==> src/psm_pkg.sv <==
`default_nettype none

package psm_pkg;

    // =========================================================================
    // Register map
    // =========================================================================
    localparam logic [7:0] PSM_CTRL_ADDR  = 8'hDF;
    localparam logic [7:0] PSM_CTRL_RESET = 8'hDE;

    // Field positions
    localparam int PSM_BIT_RSV7   = 7;
    localparam int PSM_BIT_CMP    = 6;
    localparam int PSM_BIT_FLAG   = 5;
    localparam int PSM_BIT_TRIP_H = 4;
    localparam int PSM_BIT_TRIP_L = 3;
    localparam int PSM_BIT_RSV2   = 2;
    localparam int PSM_BIT_RSV1   = 1;
    localparam int PSM_BIT_EN     = 0;

    // Trip level codes, highest threshold first
    localparam logic [1:0] PSM_TRIP_4V37 = 2'h0;
    localparam logic [1:0] PSM_TRIP_3V08 = 2'h1;
    localparam logic [1:0] PSM_TRIP_LOW2 = 2'h2;
    localparam logic [1:0] PSM_TRIP_LOW3 = 2'h3;

    // =========================================================================
    // Timing
    // =========================================================================
    localparam int PSM_CLK_PERIOD_NS = 40;
    localparam int PSM_CLK_MHZ       = 25;
    localparam int PSM_GLITCH_NS     = 2000;
    localparam int PSM_GLITCH_CYC    = (PSM_GLITCH_NS + PSM_CLK_PERIOD_NS - 1) / PSM_CLK_PERIOD_NS;
    localparam int PSM_TICK_US       = 1000;
    localparam int PSM_TICK_CYC      = PSM_TICK_US * PSM_CLK_MHZ;
    localparam int PSM_RECOVERY_MS   = 250;
    localparam int PSM_RECOVERY_TICKS = PSM_RECOVERY_MS * 1000 / PSM_TICK_US;

    localparam int PSM_GLITCH_W = 8;
    localparam int PSM_DIV_W    = 24;
    localparam int PSM_REC_W    = 8;

    // =========================================================================
    // Types
    // =========================================================================
    typedef struct packed {
        logic       rsv7;
        logic       supply_above_trip;
        logic       supply_fail_flag;
        logic [1:0] trip_level_select;
        logic       rsv2;
        logic       rsv1;
        logic       monitor_enable_bit;
    } psm_ctrl_t;

endpackage : psm_pkg

`default_nettype wire

==> src/psm_top.sv <==
`default_nettype none

module psm_top #(
    parameter int unsigned TICK_CYC = psm_pkg::PSM_TICK_CYC
) (
    input  wire logic       i_core_clk,
    input  wire logic       i_reset_n,
    input  wire logic [7:0] i_sfr_addr,
    input  wire logic       i_sfr_wr,
    input  wire logic       i_sfr_rd,
    input  wire logic [7:0] i_sfr_wdata,
    output logic      [7:0] o_sfr_rdata,
    input  wire logic       i_supply_above_trip,
    input  wire logic       i_monitor_irq_enable,
    output logic      [1:0] o_trip_level_select,
    output logic            o_monitor_enable,
    output logic            o_irq
);

    // =========================================================================
    // Register access
    // =========================================================================
    psm_pkg::psm_ctrl_t ctrl_reset;
    psm_pkg::psm_ctrl_t image;
    logic               wr_hit;
    logic               rd_hit;
    logic [1:0]         trip_r;
    logic               enable_r;
    logic               flag_r;
    logic [7:0]         rdata_r;

    assign ctrl_reset = psm_pkg::psm_ctrl_t'(psm_pkg::PSM_CTRL_RESET);
    assign wr_hit     = i_sfr_wr && (i_sfr_addr == psm_pkg::PSM_CTRL_ADDR);
    assign rd_hit     = i_sfr_rd && (i_sfr_addr == psm_pkg::PSM_CTRL_ADDR);

    always_comb begin
        image                    = ctrl_reset;
        image.supply_above_trip  = i_supply_above_trip;
        image.supply_fail_flag   = flag_r;
        image.trip_level_select  = trip_r;
        image.monitor_enable_bit = enable_r;
    end

    always_ff @(posedge i_core_clk or negedge i_reset_n) begin
        if (!i_reset_n) begin
            trip_r   <= psm_pkg::PSM_CTRL_RESET[psm_pkg::PSM_BIT_TRIP_H:psm_pkg::PSM_BIT_TRIP_L];
            enable_r <= psm_pkg::PSM_CTRL_RESET[psm_pkg::PSM_BIT_EN];
        end else if (wr_hit) begin
            trip_r   <= i_sfr_wdata[psm_pkg::PSM_BIT_TRIP_H:psm_pkg::PSM_BIT_TRIP_L];
            enable_r <= i_sfr_wdata[psm_pkg::PSM_BIT_EN];
        end
    end

    always_ff @(posedge i_core_clk or negedge i_reset_n) begin
        if (!i_reset_n) begin
            rdata_r <= 8'h00;
        end else if (rd_hit) begin
            rdata_r <= image;
        end else begin
            rdata_r <= 8'h00;
        end
    end

    assign o_sfr_rdata         = rdata_r;
    assign o_trip_level_select = trip_r;
    assign o_monitor_enable    = enable_r;

    // =========================================================================
    // Glitch filter
    // =========================================================================
    logic                          filt_r;
    logic [psm_pkg::PSM_GLITCH_W-1:0] glitch_r;

    always_ff @(posedge i_core_clk or negedge i_reset_n) begin
        if (!i_reset_n) begin
            filt_r   <= 1'b1;
            glitch_r <= '0;
        end else if (i_supply_above_trip == filt_r) begin
            glitch_r <= '0;
        end else if (glitch_r == psm_pkg::PSM_GLITCH_W'(psm_pkg::PSM_GLITCH_CYC - 1)) begin
            filt_r   <= i_supply_above_trip;
            glitch_r <= '0;
        end else begin
            glitch_r <= glitch_r + 1'b1;
        end
    end

    // =========================================================================
    // Recovery timer
    // =========================================================================
    logic                          low_seen;
    logic                          counting;
    logic                          tick;
    logic                          expire;
    logic [psm_pkg::PSM_DIV_W-1:0] div_r;
    logic [psm_pkg::PSM_REC_W-1:0] rec_r;

    assign low_seen = enable_r && !filt_r;
    assign counting = enable_r && filt_r && flag_r;
    assign tick     = counting && (div_r == psm_pkg::PSM_DIV_W'(TICK_CYC - 1));
    assign expire   = tick && (rec_r == psm_pkg::PSM_REC_W'(psm_pkg::PSM_RECOVERY_TICKS - 1));

    always_ff @(posedge i_core_clk or negedge i_reset_n) begin
        if (!i_reset_n) begin
            div_r <= '0;
        end else if (!counting || tick) begin
            div_r <= '0;
        end else begin
            div_r <= div_r + 1'b1;
        end
    end

    always_ff @(posedge i_core_clk or negedge i_reset_n) begin
        if (!i_reset_n) begin
            rec_r <= '0;
        end else if (!counting || expire) begin
            rec_r <= '0;
        end else if (tick) begin
            rec_r <= rec_r + 1'b1;
        end
    end

    // =========================================================================
    // Supply fail flag
    // =========================================================================
    always_ff @(posedge i_core_clk or negedge i_reset_n) begin
        if (!i_reset_n) begin
            flag_r <= psm_pkg::PSM_CTRL_RESET[psm_pkg::PSM_BIT_FLAG];
        end else if (low_seen) begin
            flag_r <= 1'b1;
        end else if (wr_hit) begin
            flag_r <= i_sfr_wdata[psm_pkg::PSM_BIT_FLAG];
        end else if (expire) begin
            flag_r <= 1'b0;
        end
    end

    assign o_irq = flag_r && i_monitor_irq_enable;

    // =========================================================================
    // Assertions
    // =========================================================================
    property p_trip_write;
        @(posedge i_core_clk) disable iff (!i_reset_n)
        wr_hit |=> o_trip_level_select == $past(i_sfr_wdata[psm_pkg::PSM_BIT_TRIP_H:psm_pkg::PSM_BIT_TRIP_L]);
    endproperty
    a_trip_write: assert property (p_trip_write)
        else $error("Trip field not taken from write");

    property p_trip_hold;
        @(posedge i_core_clk) disable iff (!i_reset_n)
        !wr_hit |=> $stable(o_trip_level_select);
    endproperty
    a_trip_hold: assert property (p_trip_hold)
        else $error("Trip select changed without write");

    property p_cmp_mirror;
        @(posedge i_core_clk) disable iff (!i_reset_n)
        rd_hit |=> o_sfr_rdata[psm_pkg::PSM_BIT_CMP] == $past(i_supply_above_trip);
    endproperty
    a_cmp_mirror: assert property (p_cmp_mirror)
        else $error("Status bit does not mirror comparator");

    property p_low_sets;
        @(posedge i_core_clk) disable iff (!i_reset_n)
        (enable_r && !filt_r) |=> flag_r;
    endproperty
    a_low_sets: assert property (p_low_sets)
        else $error("Low supply did not set flag");

    property p_expire_clears;
        @(posedge i_core_clk) disable iff (!i_reset_n)
        (expire && !wr_hit) |=> !flag_r && rec_r == '0;
    endproperty
    a_expire_clears: assert property (p_expire_clears)
        else $error("Recovery expiry did not clear flag");

    property p_low_restarts;
        @(posedge i_core_clk) disable iff (!i_reset_n)
        !filt_r |=> rec_r == '0 && div_r == '0;
    endproperty
    a_low_restarts: assert property (p_low_restarts)
        else $error("Recovery count not restarted");

    property p_clear_blocked;
        @(posedge i_core_clk) disable iff (!i_reset_n)
        (wr_hit && !i_sfr_wdata[psm_pkg::PSM_BIT_FLAG] && enable_r && !filt_r) |=> flag_r;
    endproperty
    a_clear_blocked: assert property (p_clear_blocked)
        else $error("Flag cleared while supply low");

    property p_irq_gate;
        @(posedge i_core_clk) disable iff (!i_reset_n)
        o_irq |-> (flag_r && i_monitor_irq_enable);
    endproperty
    a_irq_gate: assert property (p_irq_gate)
        else $error("Interrupt without enabled flag");

    property p_glitch;
        @(posedge i_core_clk) disable iff (!i_reset_n)
        (filt_r && glitch_r == '0 && !i_supply_above_trip) ##1 i_supply_above_trip |=> filt_r;
    endproperty
    a_glitch: assert property (p_glitch)
        else $error("Single-cycle glitch passed filter");

    property p_unmapped;
        @(posedge i_core_clk) disable iff (!i_reset_n)
        !rd_hit |=> o_sfr_rdata == 8'h00;
    endproperty
    a_unmapped: assert property (p_unmapped)
        else $error("Read data without register select");

    property p_disabled;
        @(posedge i_core_clk) disable iff (!i_reset_n)
        (!enable_r && !flag_r && !wr_hit) |=> !flag_r;
    endproperty
    a_disabled: assert property (p_disabled)
        else $error("Flag set while monitor disabled");

    property p_cov_set;
        @(posedge i_core_clk) disable iff (!i_reset_n)
        $rose(flag_r);
    endproperty
    c_cov_set: cover property (p_cov_set);

    property p_cov_expire;
        @(posedge i_core_clk) disable iff (!i_reset_n)
        expire;
    endproperty
    c_cov_expire: cover property (p_cov_expire);

    property p_cov_blocked;
        @(posedge i_core_clk) disable iff (!i_reset_n)
        wr_hit && !i_sfr_wdata[psm_pkg::PSM_BIT_FLAG] && low_seen;
    endproperty
    c_cov_blocked: cover property (p_cov_blocked);

endmodule : psm_top

`default_nettype wire

==> config.mk <==
export PLATFORM = sky130hd
export DESIGN_NAME = psm_top
export DESIGN_NICKNAME = d
export VERILOG_FILES = /design/src/psm_pkg.sv /design/src/psm_top.sv
export SDC_FILE = /design/constraint.sdc
export NUM_CORES = 1
export LEC_CHECK = 0
export ABC_AREA = 0
export BUFFER_PORTS_ARGS = -buffer_cell sky130_fd_sc_hd__buf_2
export CELL_PAD_IN_SITES_DETAIL_PLACEMENT = 0
export CELL_PAD_IN_SITES_GLOBAL_PLACEMENT = 1
export CORE_MARGIN = 1
export CORE_UTILIZATION = 44
export DETAILED_ROUTE_END_ITERATION = 7
export GPL_ROUTABILITY_DRIVEN = 1
export PLACE_DENSITY_LB_ADDON = 0.1
export SLEW_MARGIN = 5
export SYNTH_ARGS = -nofsm -noshare
export SYNTH_HDL_FRONTEND = slang
export SYNTH_SLANG_ARGS = --single-unit
==> constraint.sdc <==
create_clock -name i_core_clk -period 2.3 [get_ports i_core_clk]
set_input_delay 0 -clock i_core_clk [delete_from_list [all_inputs] [get_ports i_core_clk]]
set_output_delay 0 -clock i_core_clk [all_outputs]
set_load 0.05 [all_outputs]
* Word level (Yosys, flattened, before mapping)
Cells that the tools add are included.
** Word-level totals
- Bits in registers :: 53
- Input bits :: 22
- Output and inout port bits :: 12
** Operators by class
- Bitwise gates (word level) :: 1
- Multiplexer cells :: 9
- Reductions and logical operators :: 15
- $add $sub $neg :: 3
- Equal/unequal tests :: 5
** Operators with widths (number)
- 8-bit two-way mux :: 5
- 24-bit by 1-bit adder with 24-bit output, second input constant :: 1
- 24-bit by 15-bit equality test with 1-bit output, second input constant :: 1
- 24-bit two-way mux :: 1
- 8-bit by 1-bit adder with 8-bit output, second input constant :: 2
- 8-bit equality test, second input constant :: 2
- 8-bit by 6-bit equality test with 1-bit output, second input constant :: 1
- 1-bit logical AND :: 8
- 1-bit two-way mux :: 3
- 3-bit nonzero test :: 1
- 1-bit logical NOT :: 2
- 1-bit logical OR :: 2
- 2-bit AND reduction :: 1
- 2-bit nonzero test :: 1
- 1-bit equality test :: 1
- 1-bit inverter :: 1

* Longest topological paths before layout
Gate-level depths: netlist (run 1).
- Depth after elaboration :: 7
- Gate-level depth with buffers :: 7
- Depth with buffers taken out :: 6

* Worst setup path after synthesis (run 1)
OpenSTA, ideal clock, no wires.
- Path kind :: register -> register
- Start :: register div_r[0] in the netlist's numbering
- End :: register rec_r[0] in the netlist's numbering
- Slack :: 0.415 ns
- Path buffers :: 1
- Setup time :: 0.082 ns
- Period minus slack after synthesis :: 1.885 ns
- Data arrival time :: 1.803 ns
- Stages on the path, launching flop included :: 7
- Data required time :: 2.218 ns
- Cells stage by stage :: dfrtp_1 > ha_1 > nand2_1 > or4_1 > buf_2 > or4_1 > a21oi_1
** On the way
- Longest elaborated chain between the ends :: 5
- Elaborated cells between the ends (all ways) :: 6
- Those cells by class :: 1 x eq/ne; 1 x mux; 4 x reduce/logical
** RTL lines
- from (decl) :: line psm_top.sv:95 : logic [psm_pkg::PSM_DIV_W-1:0] div_r;
- from (signal assigned) :: line psm_top.sv:109 : div_r <= div_r + 1'b1;
- 24-bit by 15-bit equality test with 1-bit output (*) :: line psm_top.sv:100 : assign tick = counting && (div_r == psm_pkg::PSM_DIV_W'(TICK_CYC - 1));
- 1-bit logical AND (*) :: line psm_top.sv:100
- 1-bit logical AND :: line psm_top.sv:101 : assign expire = tick && (rec_r == psm_pkg::PSM_REC_W'(psm_pkg::PSM_RECOVERY_TICKS - 1));
- 1-bit logical OR :: line psm_top.sv:116 : end else if (!counting || expire) begin
- 8-bit two-way mux or 2-bit nonzero test (tied branches)
- to (signal assigned) :: line psm_top.sv:119 : rec_r <= rec_r + 1'b1;
- to (decl) :: line psm_top.sv:96 : logic [psm_pkg::PSM_REC_W-1:0] rec_r;
Every way passes the cells marked *; elsewhere a longest branch is shown, timed or not.
A chain may end at the register's enable or synchronous reset.

* Final worst setup path (run 1)
- Start :: register div_r[8] in the netlist's numbering
- End :: register rec_r[1] in the netlist's numbering
The elaborated chain is that of the path after synthesis.

==> flow_summary.json, run 1 <==
{
  "outcome": "finished clean",
  "multi_input_area_mm2": 0.00120,
  "power_switching_uw": 385,
  "powerDensity_mw_per_mm2": 520,
  "synth_top_area_share": 0.465,
  "crit_required_ns": 2.53,
  "cell_internal_pwr_mw": 1.16,
  "num_vias": 2043,
  "synthMuxAreaShare": 0.0131,
  "grt_pass1_wl_mm": 9.51,
  "clk_path_buf_depth": 2,
  "wl_met1_mm": 2.77,
  "synthXorXnorAreaFrac": 0.0644,
  "hpwl_mm": 3.72,
  "synth_top_family_by_area": "simple AND/OR/NAND/NOR gates",
  "wire_per_inst_um": 14.3,
  "fin_worst_skew_ns": 0.00737,
  "rsz0062_at_grt": "false",
  "dieArea_mm2": 0.00618,
  "path_max_fanout": 8,
  "clkSinkCount": 51,
  "dr_wl_met2_mm": 2.44,
  "crit_chain": "nand4_1 -> or4_1 -> or4_1 -> a21oi_1",
  "io-pin-count": 34,
  "finalSetupViolations": 0,
  "drive_gt1_frac": 0.192,
  "setup_tns_ns": 0,
  "critPathTopFamily": "simple AND/OR/NAND/NOR gates",
  "ys.flop_type": "dfrtp_1",
  "endpoint_kind": "register",
  "first_pass_iters": 5,
  "netlist_area_mm2": 0.00258,
  "async_flop_share": 1.00,
  "synth-compound-area-share": 0.106,
  "met3_length_um": 115,
  "drv_cap": 0,
  "track_usage": 0.195,
  "synthAdderAreaFrac": 0.0242,
  "p_seq_frac": 0.593,
  "cpPeakStageDelay_ns": 0.65,
  "yosysUniqueCellTypes": 44,
  "antenna_cells": 0,
  "synth_nets": 290,
  "tightestPinTransition_ns": 0.605,
  "synth_area_leaders": "dfrtp_1 (46%), nor2_1 (4.1%), xnor2_1 (4.1%), dfstp_2 (3.1%), nand3_1 (2.9%)",
  "hold_viol_final": 0,
  "layout.nets": 328,
  "synth-seq-cells": 51,
  "postSynthCellCount": 263,
  "ir_drop_mv": 0.236,
  "post-route-min-period_ns": 2.01,
  "cts.clk_slew.worst_paths_ns": 0.10,
  "holdCritPathClass": "input pin to register",
  "cp.depth": 4,
  "timing.slew.headroom": 0.597,
  "design_power_total_mw": 1.55,
  "gp_congestion": 0.733,
  "root_buffer": "clkbuf_8",
  "wirelength_mm": 5.37,
  "crit_type": "register to register",
  "hold_path_depth": 3,
  "core-area_mm2": 0.00557,
  "synthToLayoutAreaGrowth_pct": 15.1,
  "start_util": 0.464,
  "cts.htree.levels": 2,
  "drt_iter0_markers": 96,
  "yosys.area.top_type": "dfrtp_1",
  "fin_util": 0.534,
  "synth_edf_count": 0,
  "grt_max_degree": 27,
  "p_leak_nw": 1.24,
  "synthSimpleGateAreaFrac": 0.256,
  "gr-total-overflow": 0,
  "grt_pass1_vias": 1973,
  "worstSkewPairLatency_ns": 0.31,
  "die_height_um": 78.6,
  "fin_crit_sh": 0.872,
  "route.detailed.drc": 0,
  "viasPerCell": 5.46,
  "crit_arrival_ns": 2.24,
  "antenna_found_initial": 0,
  "rows": 27,
  "ff2ff_path_depth": 4,
  "crit_path_start_kind": "register",
  "yosysWarnings": 0,
  "die_w_um": 78.6,
  "io_buffers": 29,
  "crit_slowest_cell": "or4_1",
  "top_layer_used": "met4",
  "numCtsBuffers": 5,
  "regArea_mm2": 0.00128,
  "fmax_ghz": 0.498,
  "drtAntennaViolNets": 0,
  "ys_seq_area_frac": 0.495,
  "crit_buf_inv": 0,
  "finalMaxSlewViolations": 0,
  "fillCellCount": 532,
  "tritoncts": "yes",
  "swShare": 0.249,
  "p_clk_frac": 0.351,
  "avgSynthCellArea_um2": 9.82,
  "postCtsSetupBuffers": 0,
  "crit_top_cell": "or4_1",
  "pwr-share-comb": 0.055
}
==> per-stage QoR <==
step / setup slack [ns] / instance area (um2) / std cells / hold slack [ns]
finish: 0.294 / 2970 / 374 / 0.0668
global route: 0.149 / 2970 / 374 / 0.125
CTS: 0.296 / 2970 / 374 / 0.0728
detailed placement: 0.318 / 2810 / 359 / 0.0429
global placement: 0.349 / 2810 / 359 / 0.0483
floorplan: 0.415 / 2580 / 263 / -0.296
==> registers in the layout, indices dropped and copies added, names as in the netlist <==
register	flops
flag_r	1
rec_r	8
div_r	24
filt_r	1
o_monitor_enable	1
o_sfr_rdata	6
glitch_r	8
o_trip_level_select	2
==> cell type report <==
cell class              count  share of cell area
clock buffers               5              0.0231
multi-input cells         189               0.403
inverters                  10              0.0126
well taps                  72              0.0303
flip-flops and latches     51               0.430
clock inverters             3             0.00841
repair buffers             44              0.0926
==> power groups by stage <==
| stage | registers, mW | logic [mW] | clock network (mW) |
|---|---|---|---|
| floorplan | 0.942 | 0.0258 | 0 |
| global placement | 0.935 | 0.0766 | 0 |
| detailed placement | 0.934 | 0.0784 | 0 |
| CTS | 0.917 | 0.0883 | 0.550 |
| global route | 0.920 | 0.0962 | 0.588 |
| finish | 0.917 | 0.0857 | 0.543 |
==> cell usage after synthesis, types with 2 or more instances <==
master and instances:
or3_1 6, dfrtp_1 48, xor2_1 7, and3_1 4
nand3b_1 2, nor2_1 28, a21oi_1 12, clkbuf_1 6
buf_2 4, buf_4 2, o21ai_0 8, nand3_1 15
or2_1 2, or4_1 9, xnor2_1 12, nor4_1 8
inv_1 10, mux2_2 3, a32o_1 3, ha_1 5
nand4_2 2, nand4_1 7, o31ai_1 8, nor3_1 11
and2_1 7, nand2_1 14, dfstp_2 3
==> cell usage in the layout, fill, tap and decap left out, drive strengths merged, types with 2 or more instances in the layout <==
cell type / count
xor2: 7
or2: 2
buf: 37
nor3: 11
dlygate4sd3: 7
a21oi: 13
nand2: 14
a32o: 3
dfrtp: 48
or3: 6
inv: 10
mux2: 3
nor4: 8
xnor2: 12
ha: 5
and3: 4
o31ai: 8
nand3b: 2
nor2: 28
clkbuf: 5
dfstp: 3
and2: 7
nand4: 9
nand3: 15
clkinv: 2
or4: 10
o21ai: 9
==> worst reg2reg max path: stages (launching register included) <==
cell and delay [ns]:
dfrtp_1 0.45, nand4_1 0.16, or4_1 0.65, or4_1 0.52, a21oi_1 0.16
==> cells by family after synthesis <==
group | count (synthesis)
compound gates | 41
xor+xnor | 19
fa+ha+maj | 5
buf+inv | 23
flops | 51
mux | 3
simple gates | 121
==> routing by layer <==
| metal | GRT usage | up-vias |
|---|---|---|
| met1 | 0.279 | 997 |
| met3 | 0.0419 | 4 |
| met4 | 0.0463 | 0 |
| met2 | 0.300 | 19 |
| li1 | - | 1023 |
| met5 | 0 | - |
==> path summary, 6_finish.rpt <==
path / start / end / slack (ns)
setup / recovery: div_r[8] / rec_r[1] / 0.29
hold reg to reg: div_r[0] / div_r[0] / 0.46
setup reg to reg: div_r[8] / rec_r[1] / 0.29
max in group asynchronous: i_reset_n / o_trip_level_select[0] / 1.39
min in group asynchronous: i_reset_n / rec_r[0] / 0.23
hold / removal: i_sfr_addr[0] / o_sfr_rdata[2] / 0.07
==> repair_timing <==
action / 4_1_cts / 5_1_grt
hold endpoints to repair: 31 / 0
gates resized for setup: 0 / 0
hold buffers: 7 / 0
(Power assumes the default switching activity.)
==> inputs of run 2 (changes only) <==
--- a/config.mk
+++ b/config.mk
@@ -6,14 +6,15 @@
 export NUM_CORES = 1
 export LEC_CHECK = 0
 export ABC_AREA = 0
-export BUFFER_PORTS_ARGS = -buffer_cell sky130_fd_sc_hd__buf_2
 export CELL_PAD_IN_SITES_DETAIL_PLACEMENT = 0
 export CELL_PAD_IN_SITES_GLOBAL_PLACEMENT = 1
 export CORE_MARGIN = 1
-export CORE_UTILIZATION = 44
+export CORE_UTILIZATION = 48
 export DETAILED_ROUTE_END_ITERATION = 7
+export DONT_BUFFER_PORTS = 1
 export GPL_ROUTABILITY_DRIVEN = 1
 export PLACE_DENSITY_LB_ADDON = 0.1
+export RECOVER_POWER = 25
 export SLEW_MARGIN = 5
 export SYNTH_ARGS = -nofsm -noshare
 export SYNTH_HDL_FRONTEND = slang
==> flow_summary.json, run 2 (same netlist as run 1, synthesis figures left out) <==
{
  "outcome": "finished clean",
  "root_buffer": "clkbuf_8",
  "ir_drop_mv": 0.365,
  "clk_path_buf_depth": 2,
  "fin_worst_skew_ns": 0.0105,
  "drtAntennaViolNets": 0,
  "start_util": 0.503,
  "synthToLayoutAreaGrowth_pct": 10.3,
  "endpoint_kind": "register",
  "clkSinkCount": 51,
  "die_height_um": 75.4,
  "critPathTopFamily": "simple AND/OR/NAND/NOR gates",
  "io_buffers": 0,
  "numCtsBuffers": 5,
  "timing.slew.headroom": 0.167,
  "crit_slowest_cell": "or3_1",
  "num_vias": 1908,
  "finalSetupViolations": 0,
  "hold_viol_final": 0,
  "crit_chain": "nand4_2 -> or3_1 -> or4_1 -> a21oi_1",
  "tritoncts": "yes",
  "viasPerCell": 5.51,
  "crit_type": "register to register",
  "grt_pass1_wl_mm": 8.93,
  "holdBufCountCts": 9,
  "rsz0062_at_grt": "false",
  "crit_required_ns": 2.53,
  "rows": 26,
  "top_register": "div_r",
  "reg_top3": "div_r: 24 flops, glitch_r: 8 flops, rec_r: 8 flops",
  "cts.clk_slew.worst_paths_ns": 0.09,
  "core-area_mm2": 0.00514,
  "dieArea_mm2": 0.00568,
  "holdCritPathClass": "input pin to register",
  "gp_congestion": 0.721,
  "cts.htree.levels": 2,
  "fillCellCount": 500,
  "die_w_um": 75.4,
  "track_usage": 0.209,
  "wirelength_mm": 5.04,
  "postCtsSetupBuffers": 0,
  "setup_tns_ns": 0,
  "cpPeakStageDelay_ns": 0.57,
  "grt_pass1_vias": 1841,
  "hold_slack_ns": 0.0623,
  "powerDensity_mw_per_mm2": 534,
  "grt_max_degree": 52,
  "first_pass_iters": 4,
  "hpwl_mm": 3.45,
  "layout.nets": 302,
  "crit_path_start_kind": "register",
  "route.detailed.drc": 0,
  "design_power_total_mw": 1.52,
  "antenna_found_initial": 0,
  "largest_reg_flops": 24,
  "drive_gt1_frac": 0.109,
  "io-pin-count": 34,
  "finalMaxSlewViolations": 0,
  "cts_resized": 0,
  "mostFrequentLayoutCells": "dfrtp_1 (48), nor2_1 (28), nand3_1 (15), nand2_1 (14)",
  "gr-total-overflow": 0,
  "tightestPinTransition_ns": 1.25,
  "multi_input_area_mm2": 0.00120,
  "post-route-min-period_ns": 2.00,
  "drt_iter0_markers": 147,
  "final_common_cell": "dfrtp_1",
  "crit_buf_inv": 0,
  "antenna_cells": 0,
  "p_leak_nw": 1.13,
  "worstSkewPairLatency_ns": 0.30,
  "fmax_ghz": 0.499,
  "path_max_fanout": 16,
  "regArea_mm2": 0.00128,
  "drv_cap": 0,
  "fin_crit_sh": 0.871,
  "wire_per_inst_um": 14.6,
  "crit_arrival_ns": 2.23
}
## run 2: changes by cell type in the layout (fill, tap and decap cells not counted), sizes merged
cell         delta
buf            -28
clkinv          -1
dlygate4sd3     +1
clkbuf          +3
clkinvlp        -1
## run 2: where the power goes
part           internal, mW  leakage [nW]  switching (mW)
Combinational        0.0230         0.383          0.0382
Clock                 0.247        0.0484           0.292
Sequential            0.907         0.699          0.0162
Total                  1.18          1.13           0.346
## run 2: metrics by stage
stage	util	setup slack (ns)	instance area, um2	instances
after floorplan	-	0.415	2580	263
after global placement	0.519	0.348	2670	329
after detailed placement	0.519	0.288	2670	329
after CTS	0.559	0.280	2870	346
after global routing	0.555	0.152	2850	346
final	0.555	0.297	2850	346
## run 2: path summary, 6_finish.rpt
path	startpoint	slack [ns]	end	cells after the start
max in group asynchronous	i_reset_n	1.05	glitch_r[6]	2
min reg2reg	div_r[0]	0.46	div_r[0]	1
max reg2reg	div_r[9]	0.30	div_r[17]	4
min in group asynchronous	i_reset_n	0.50	div_r[22]	2
max	div_r[9]	0.30	div_r[17]	4
min	i_supply_above_trip	0.06	glitch_r[1]	3
## run 2: tightest hold or removal path, cell delays in order
cell and delay, ns:
xor2_1 0.04, nand2b_1 0.22, nor2_1 0.07
## run 2: area by class of cell
class / count / share of cell area
multi-input combinational: 189 / 0.420
clock buffer: 7 / 0.0303
sequential: 51 / 0.449
clock inverter: 1 / 0.00307
inverter: 10 / 0.0132
tap: 70 / 0.0307
timing repair buffer: 18 / 0.0536
## run 2: routing by layer
layer	routed length, um	up-vias	GRT usage
met1	2560	920	0.320
met4	40	0	0.0494
li1	-	967	-
met5	0	-	0
met2	2340	17	0.303
met3	98	4	0.0437
